**config.mk**
```make
export PLATFORM = sky130hd
export DESIGN_NAME = tpr_route
export DESIGN_NICKNAME = d
export VERILOG_FILES = /design/src/include/tpr_pkg.sv /design/src/tpr_pin_sync.sv /design/src/tpr_route.sv
export VERILOG_INCLUDE_DIRS = /design/src /design/src/include
export SDC_FILE = /design/constraint.sdc
export NUM_CORES = 1
export LEC_CHECK = 0
export ABC_AREA = 1
export BUFFER_PORTS_ARGS = -buffer_cell sky130_fd_sc_hd__buf_2
export CORE_ASPECT_RATIO = 1.75
export CORE_MARGIN = 10
export CORE_UTILIZATION = 55
export DETAILED_ROUTE_END_ITERATION = 7
export HOLD_SLACK_MARGIN = 0.1
export MAX_ROUTING_LAYER = met4
export PLACE_DENSITY = 0.85
export SYNTH_ARGS = -nofsm -noshare
export SYNTH_HDL_FRONTEND = slang
export SYNTH_SLANG_ARGS = --single-unit
```
**constraint.sdc**
```tcl
create_clock -name core_clk -period 4.23 [get_ports core_clk]
set_input_delay 0.2115 -clock core_clk [delete_from_list [all_inputs] [get_ports core_clk]]
set_output_delay 0.2115 -clock core_clk [all_outputs]
set_load 0.005 [all_outputs]
```
**src/include/tpr_cfg.svh**
```systemverilog
// Summary of operation
// - each probe channel is routed to axes independently of the others
// - one pin enabled for all axes latches A, B and C together
// - encoder zero trigger on channel one latches only its own axis
// - device codes 2Ch, 2Dh, 63h select probe inputs one, two, three
// - axis field 0h applies a pin to its home axis only
// - axis field 2h applies a pin to the B axis only
// - axis field 6h applies a pin to the B and C axes
// - axis field 7h applies a pin to the A, B and C axes
// - input filter is bypassed on every pin routed to a probe input
// - fourth input select resets to 2Ch, probe input one
// - fifth input select resets to 2Dh, probe input two
// - first three input selects reset to 22h, proximity dog input
// - probe latch position choice resets to 0
`ifndef TPR_CFG_SVH
`define TPR_CFG_SVH

// ==========================================================
// sizes
`define TPR_NPIN 5
`define TPR_NAXIS 3
`define TPR_NCHAN 3
`define TPR_CODE_W 8
`define TPR_MASK_W 3
`define TPR_ADDR_W 8
`define TPR_DATA_W 32
`define TPR_FILT_W 4

// ==========================================================
// device codes
`define TPR_CODE_ONE 8'h2c
`define TPR_CODE_TWO 8'h2d
`define TPR_CODE_THREE 8'h63
`define TPR_CODE_DOG 8'h22

// ==========================================================
// axis field values and home axes, pin4..pin0
`define TPR_AXIS_AUTO 3'h0
`define TPR_HOME_MASKS 15'h1311

// ==========================================================
// register byte offsets
`define TPR_OFS_PIN0 8'h00
`define TPR_OFS_LATCH_POS 8'h14
`define TPR_OFS_ZERO_SEL 8'h18
`define TPR_OFS_FILTER 8'h1c
`define TPR_OFS_STATUS 8'h20

// ==========================================================
// field positions
`define TPR_F_CODE_LSB 0
`define TPR_F_MASK_LSB 8
`define TPR_F_BYP_LSB 8

// ==========================================================
// reset values
`define TPR_RST_LATCH_POS 1'b0
`define TPR_RST_ZERO_SEL 3'h0
`define TPR_RST_FILTER 4'h0

`endif

```
**src/include/tpr_pkg.sv**
```systemverilog
`include "tpr_cfg.svh"

package tpr_pkg;

  // ==========================================================
  // per pin selection
  typedef struct packed {
    logic [`TPR_MASK_W-1:0] axis_mask;
    logic [`TPR_CODE_W-1:0] dev_code;
  } tpr_pin_cfg_t;

  // ==========================================================
  // per axis probe events, one bit per channel
  typedef struct packed {
    logic [`TPR_NCHAN-1:0] level;
    logic [`TPR_NCHAN-1:0] rise;
    logic [`TPR_NCHAN-1:0] fall;
  } tpr_probe_t;

  // ==========================================================
  // register bus request
  typedef struct packed {
    logic we;
    logic re;
    logic [`TPR_ADDR_W-1:0] addr;
    logic [`TPR_DATA_W-1:0] wdata;
  } tpr_bus_req_t;

endpackage

```
**src/tpr_pin_sync.sv**
```systemverilog
`timescale 1ns/1ps
`default_nettype none
`include "tpr_cfg.svh"

module tpr_pin_sync
  import tpr_pkg::*;
#(
  parameter int W = `TPR_NPIN
) (
  input wire logic core_clk,
  input wire logic resetn,
  input wire logic [W-1:0] pin_async,
  output logic [W-1:0] pin_sync
);

  // ==========================================================
  // two stage synchroniser
  logic [W-1:0] meta;

  always_ff @(posedge core_clk or negedge resetn) begin
    if (!resetn) begin
      meta <= '0;
      pin_sync <= '0;
    end else begin
      meta <= pin_async;
      pin_sync <= meta;
    end
  end

endmodule // tpr_pin_sync

`default_nettype wire

```
**src/tpr_route.sv**
```systemverilog
`timescale 1ns/1ps
`default_nettype none
`include "tpr_cfg.svh"

module tpr_route
  import tpr_pkg::*;
(
  input wire logic core_clk,
  input wire logic resetn,
  input wire tpr_bus_req_t bus_req,
  output logic [`TPR_DATA_W-1:0] bus_rdata,
  input wire logic [`TPR_NPIN-1:0] probe_pin,
  input wire logic [`TPR_NAXIS-1:0] enc_zero,
  output tpr_probe_t [`TPR_NAXIS-1:0] probe_evt,
  output logic [`TPR_NPIN-1:0] filter_bypass,
  output logic [`TPR_FILT_W-1:0] input_filter_choice,
  output logic probe_latch_position_choice
);

  localparam logic [`TPR_NPIN*`TPR_MASK_W-1:0] HOME = `TPR_HOME_MASKS;
  localparam logic [`TPR_NCHAN-1:0][`TPR_CODE_W-1:0] CODES =
    {`TPR_CODE_THREE, `TPR_CODE_TWO, `TPR_CODE_ONE};

  tpr_pin_cfg_t [`TPR_NPIN-1:0] cfg;
  logic [`TPR_NAXIS-1:0] zero_sel;
  logic [`TPR_NPIN-1:0] pin_s;
  logic [`TPR_NPIN-1:0][`TPR_NAXIS-1:0][`TPR_NCHAN-1:0] route;
  logic [`TPR_NAXIS-1:0][`TPR_NCHAN-1:0] next_level;
  logic [`TPR_NPIN-1:0] next_bypass;
  logic [`TPR_DATA_W-1:0] next_rdata;

  // ==========================================================
  // pin synchroniser
  tpr_pin_sync #(.W(`TPR_NPIN)) u_sync (
    .core_clk(core_clk),
    .resetn(resetn),
    .pin_async(probe_pin),
    .pin_sync(pin_s)
  );

  // ==========================================================
  // per pin selection registers
  for (genvar p = 0; p < `TPR_NPIN; p++) begin : g_pin
    localparam logic [`TPR_CODE_W-1:0] RST_CODE =
      (p == 3) ? `TPR_CODE_ONE :
      (p == 4) ? `TPR_CODE_TWO : `TPR_CODE_DOG;
    localparam logic [`TPR_ADDR_W-1:0] OFS =
      `TPR_ADDR_W'(`TPR_OFS_PIN0 + 4 * p);

    always_ff @(posedge core_clk or negedge resetn) begin
      if (!resetn) begin
        cfg[p].dev_code <= RST_CODE;
        cfg[p].axis_mask <= `TPR_AXIS_AUTO;
      end else if (bus_req.we && bus_req.addr == OFS) begin
        cfg[p].dev_code <= bus_req.wdata[`TPR_F_CODE_LSB +: `TPR_CODE_W];
        cfg[p].axis_mask <= bus_req.wdata[`TPR_F_MASK_LSB +: `TPR_MASK_W];
      end
    end
  end

  // ==========================================================
  // control registers
  always_ff @(posedge core_clk or negedge resetn) begin
    if (!resetn) begin
      probe_latch_position_choice <= `TPR_RST_LATCH_POS;
    end else if (bus_req.we && bus_req.addr == `TPR_OFS_LATCH_POS) begin
      probe_latch_position_choice <= bus_req.wdata[0];
    end
  end

  always_ff @(posedge core_clk or negedge resetn) begin
    if (!resetn) begin
      zero_sel <= `TPR_RST_ZERO_SEL;
    end else if (bus_req.we && bus_req.addr == `TPR_OFS_ZERO_SEL) begin
      zero_sel <= bus_req.wdata[`TPR_NAXIS-1:0];
    end
  end

  always_ff @(posedge core_clk or negedge resetn) begin
    if (!resetn) begin
      input_filter_choice <= `TPR_RST_FILTER;
    end else if (bus_req.we && bus_req.addr == `TPR_OFS_FILTER) begin
      input_filter_choice <= bus_req.wdata[`TPR_FILT_W-1:0];
    end
  end

  // ==========================================================
  // routing matrix
  always_comb begin
    logic [`TPR_MASK_W-1:0] mask;
    mask = '0;
    for (int p = 0; p < `TPR_NPIN; p++) begin
      // zero field falls back to home axis
      mask = (cfg[p].axis_mask == `TPR_AXIS_AUTO) ?
        HOME[p*`TPR_MASK_W +: `TPR_MASK_W] : cfg[p].axis_mask;
      for (int a = 0; a < `TPR_NAXIS; a++) begin
        for (int c = 0; c < `TPR_NCHAN; c++) begin
          route[p][a][c] = (cfg[p].dev_code == CODES[c]) & mask[a];
        end
      end
    end
  end

  always_comb begin
    next_level = '0;
    for (int a = 0; a < `TPR_NAXIS; a++) begin
      for (int c = 0; c < `TPR_NCHAN; c++) begin
        for (int p = 0; p < `TPR_NPIN; p++) begin
          next_level[a][c] = next_level[a][c] |
            (route[p][a][c] & pin_s[p]);
        end
      end
      // encoder zero replaces the channel one pins on its own axis only
      if (zero_sel[a]) begin
        next_level[a][0] = enc_zero[a];
      end
    end
  end

  always_comb begin
    next_bypass = '0;
    for (int p = 0; p < `TPR_NPIN; p++) begin
      next_bypass[p] = |route[p];
    end
  end

  // ==========================================================
  // probe event outputs
  always_ff @(posedge core_clk or negedge resetn) begin
    if (!resetn) begin
      probe_evt <= '0;
    end else begin
      for (int a = 0; a < `TPR_NAXIS; a++) begin
        probe_evt[a].level <= next_level[a];
        probe_evt[a].rise <= next_level[a] & ~probe_evt[a].level;
        probe_evt[a].fall <= ~next_level[a] & probe_evt[a].level;
      end
    end
  end

  always_ff @(posedge core_clk or negedge resetn) begin
    if (!resetn) begin
      filter_bypass <= '0;
    end else begin
      filter_bypass <= next_bypass;
    end
  end

  // ==========================================================
  // register read
  always_comb begin
    next_rdata = '0;
    for (int p = 0; p < `TPR_NPIN; p++) begin
      if (bus_req.addr == `TPR_ADDR_W'(`TPR_OFS_PIN0 + 4 * p)) begin
        next_rdata[`TPR_F_CODE_LSB +: `TPR_CODE_W] = cfg[p].dev_code;
        next_rdata[`TPR_F_MASK_LSB +: `TPR_MASK_W] = cfg[p].axis_mask;
      end
    end
    case (bus_req.addr)
      `TPR_OFS_LATCH_POS: next_rdata[0] = probe_latch_position_choice;
      `TPR_OFS_ZERO_SEL: next_rdata[`TPR_NAXIS-1:0] = zero_sel;
      `TPR_OFS_FILTER: next_rdata[`TPR_FILT_W-1:0] = input_filter_choice;
      `TPR_OFS_STATUS: begin
        next_rdata[`TPR_NPIN-1:0] = pin_s;
        next_rdata[`TPR_F_BYP_LSB +: `TPR_NPIN] = filter_bypass;
      end
      default: ;
    endcase
  end

  always_ff @(posedge core_clk or negedge resetn) begin
    if (!resetn) begin
      bus_rdata <= '0;
    end else if (bus_req.re) begin
      bus_rdata <= next_rdata;
    end else begin
      bus_rdata <= '0;
    end
  end

  // ==========================================================
  // checks
  logic fresh;

  always_ff @(posedge core_clk or negedge resetn) begin
    if (!resetn) begin
      fresh <= 1'b1;
    end else begin
      fresh <= 1'b0;
    end
  end
endmodule // tpr_route

`default_nettype wire

```
==> impl_metrics.py <==
metrics = {
    "sta": {
        "hold_slack_ns": 0.126,
        "setup_violations": 0,
        "relSlewSlack_pct": 46.5,
        "skew_ns": 0.00719,
        "setup_ws_ns": 2.35,
        "worst_slew_pin_slew_ns": 0.802,
        "fmax_ghz": 0.532,
        "hold_viol": 0,
        "tns_ns": 0,
        "fin_crit_sh_pct": 44.5,
        "min_period_ns": 1.88,
        "final_max_slew_viol_count": 0,
        "grt_setup_unrepaired": "no",
    },
    "clock_network": {
        "insertion_delay_ns": 0.42,
        "tritoncts": "done",
        "cts_buffers": 17,
        "cts.sinks": 118,
        "clk_pin_slew_ns": 0.05,
        "cts_buffer_depth": 2,
        "cts_max_level": 4,
        "ctsRootBufferMaster": "clkbuf_16",
    },
    "final_layout": {
        "ff_latch_area_sq_um": 2970,
        "stdcell_area_sq_um": 6850,
        "layout_commonest_cell": "nand2_1",
        "multiInputGateArea_sq_um": 2280,
        "n_fill_cell": 832,
        "drive_above_1_share_pct": 20.4,
        "syn_to_final_growth_pct": 19.1,
        "final_core_util_pct": 66.9,
        "nets": 860,
        "layout_common_cells": "nand2_1, dfrtp_1, inv_1, buf_2, nor2_1",
        "final_cell_count_no_fill": 948,
    },
    "routing": {
        "wl_mm": 16.3,
        "avgViaCountPerCell": 5.43,
        "vias": 5146,
        "drc": 0,
        "first_pass_iters": 6,
        "drtIter0Drc": 414,
        "ant_nets": 0,
        "routedWlPerCell_microns": 17.2,
    },
    "flow_run": {
        "drv_cap": 0,
    },
    "power": {
        "clkPwrFrac_pct": 50.2,
        "p_int_mw": 2.14,
        "power_frac_seq_pct": 43.4,
        "power_mw": 2.81,
        "p_leak_nw": 3.53,
        "p_sw_share_pct": 23.6,
        "peakVddDrop_mv": 0.336,
        "p_sw_uw": 664,
        "p_per_area_nw_per_um2": 410,
        "comb_power_share_pct": 6.4,
    },
    "placed_design": {
        "postPlaceCellArea_sq_um": 6150,
        "place_congestion": 0.978,
        "pre_cts_slack_ns": 2.05,
        "placed_cells": 904,
        "io_buffers": 80,
        "dp_hpwl_mm": 12.1,
    },
    "die": {
        "die_y_microns": 155,
        "core_sq_um": 10200,
        "initial_core_util_pct": 56.2,
        "ios": 121,
        "dieArea_sq_um": 15100,
        "die_w_microns": 97.3,
        "row_count": 49,
    },
    "critical_path": {
        "crit_chain": "buf_2 > nor2_2 > nand2_4 > nor2_2 > nand2_1 > nand2_1 > o21ai_1",
        "cp-start-kind": "input pin",
        "path_max_fanout": 22,
        "crit_arrival_ns": 2.14,
        "max_stage_delay_ns": 0.64,
        "rr_endpoint": "probe_evt[3]$_DFF_PN0_",
        "cp_num_cells": 7,
        "startpoint": "bus_req[39]",
        "endpoint": "cfg[20]$_DFFE_PN0P_",
        "timing.rr.start": "cfg[36]$_DFFE_PN1P_",
        "critPathTopFamily": "simple AND/OR/NAND/NOR gates",
        "reg2regPathDepth": 10,
        "worst-setup-path-type": "in -> reg",
        "cpMaxStageDelayCell": "nand2_1",
        "r2r_slack_ns": 2.50,
        "required_ns": 4.49,
        "path_buf_inv": 1,
        "critPathCaptureType": "register",
    },
    "grt": {
        "overflow": 0,
        "grt_use_total_pct": 22.3,
        "grt_pass1_wl_mm": 26.0,
        "grt_pass1_vias": 5096,
        "antenna_found_initial": 0,
        "grt_max_degree": 66,
    },
    "synth": {
        "synth.area.top_cells": "dfrtp_1, nand2_1, dfstp_2, inv_1, nor2_1",
        "yosysWarnings": 0,
        "ys_ff_latch": 118,
        "synth_top_cell_by_area": "dfrtp_1",
        "syn_inst": 711,
        "ys_seq_area_share_pct": 51.6,
        "synth.distinct_cells": 37,
        "postSynthAreaPerCell_sq_um": 8.09,
        "synth_top_area_share_pct": 45.7,
        "syn_area_sq_um": 5750,
    },
    "worst_hold_path": {
        "hold_class": "in -> reg",
    },
    "run_status": {
        "outcome": "completed",
    },
}
==> per-layer routing <==
layer | wire length, microns | global-route usage, %
met5 | 0 | -
met4 | 1090 | 15.7
met3 | 1200 | 5.32
met2 | 8480 | 37.6
met1 | 5560 | 22.2
==> cells in the mapped netlist <==
| master | n |
|---|---|
| nor3_1 | 8 |
| dfstp_2 | 13 |
| o21a_1 | 2 |
| o21ai_2 | 11 |
| inv_1 | 79 |
| o21bai_1 | 1 |
| conb_1 | 1 |
| buf_2 | 6 |
| buf_4 | 21 |
| a21boi_0 | 2 |
| a41oi_1 | 3 |
| a21o_1 | 1 |
| inv_4 | 2 |
| nor2_1 | 70 |
| dfrtp_1 | 105 |
| nor4_4 | 1 |
| nand3_4 | 1 |
| and3_1 | 1 |
| buf_1 | 1 |
| o211ai_1 | 2 |
| nand2_4 | 4 |
| and2_1 | 2 |
| o21ai_1 | 41 |
| a21oi_1 | 13 |
| nor2_4 | 4 |
| nand4_1 | 9 |
| or2_2 | 6 |
| nor2_2 | 9 |
| nand2_1 | 216 |
| o21ai_0 | 30 |
| nand3_1 | 31 |
| clkbuf_1 | 1 |
| inv_2 | 3 |
| nand2_2 | 2 |
| buf_6 | 4 |
| clkbuf_4 | 1 |
| nor3b_1 | 4 |
==> worst reg2reg max path: cells and delay by family, from the launching register on <==
family,cells,cell delay (ns)
and+or+nand+nor,10,1.10
DFF,1,0.58
==> power by group through the flow <==
stage          clock network (mW)  logic (mW)  registers (mW)
2_1_floorplan                   0       0.104            1.22
3_3_place_gp                    0       0.164            1.23
3_5_place_dp                    0       0.169            1.24
4_1_cts                      1.41       0.179            1.22
5_1_grt                      1.46       0.205            1.22
6_report                     1.41       0.179            1.22
==> cell families after synthesis <==
| group | Yosys count | share of synthesized area [%] |
|---|---|---|
| buf+inv | 118 | 9.87 |
| compound gates | 106 | 10.5 |
| flops | 118 | 51.6 |
| other cells | 1 | 0.0652 |
| simple gates | 368 | 28.0 |
==> worst min-delay path by stage <==
stage,depth (start not counted),slack (ns),end,from
floorplan,0,-0.08,bus_rdata[0]$_DFF_PN0_,resetn
global placement,1,0.32,u_sync.meta[3]$_DFF_PN0_,probe_pin[3]
detailed placement,1,0.32,u_sync.meta[3]$_DFF_PN0_,probe_pin[3]
CTS,3,0.13,bus_rdata[0]$_DFF_PN0_,bus_req[40]
global route,3,0.16,bus_rdata[0]$_DFF_PN0_,bus_req[40]
finish,3,0.13,cfg[49]$_DFFE_PN1P_,bus_req[5]
==> registers in the layout (all words and copies together) (netlist names) <==
signal / cells
bus_rdata: 13
probe_evt: 27
zero_sel: 3
u_sync.meta: 5
filter_bypass: 5
probe_latch_position_choice: 1
input_filter_choice: 4
u_sync.pin_sync: 5
cfg: 55
==> area by class of cell <==
type / instances / area share [%]
repair buffers: 94 / 7.86
diodes: 1 / 0.0365
well taps: 127 / 2.32
clock buffers: 22 / 6.92
flip-flops and latches: 118 / 43.4
inverters: 84 / 4.68
multi-input cells: 493 / 33.3
clock inverters: 9 / 1.50
==> what timing repair did <==
item | in CTS | in global routing
hold buffers | 12 | 0
endpoints found under the hold margin | 116 | 0
setup endpoints to repair | 0 | 0
gates resized for setup | 0 | 0
setup buffers | 0 | 0
No activity file was read; power rests on OpenSTA's default activity.
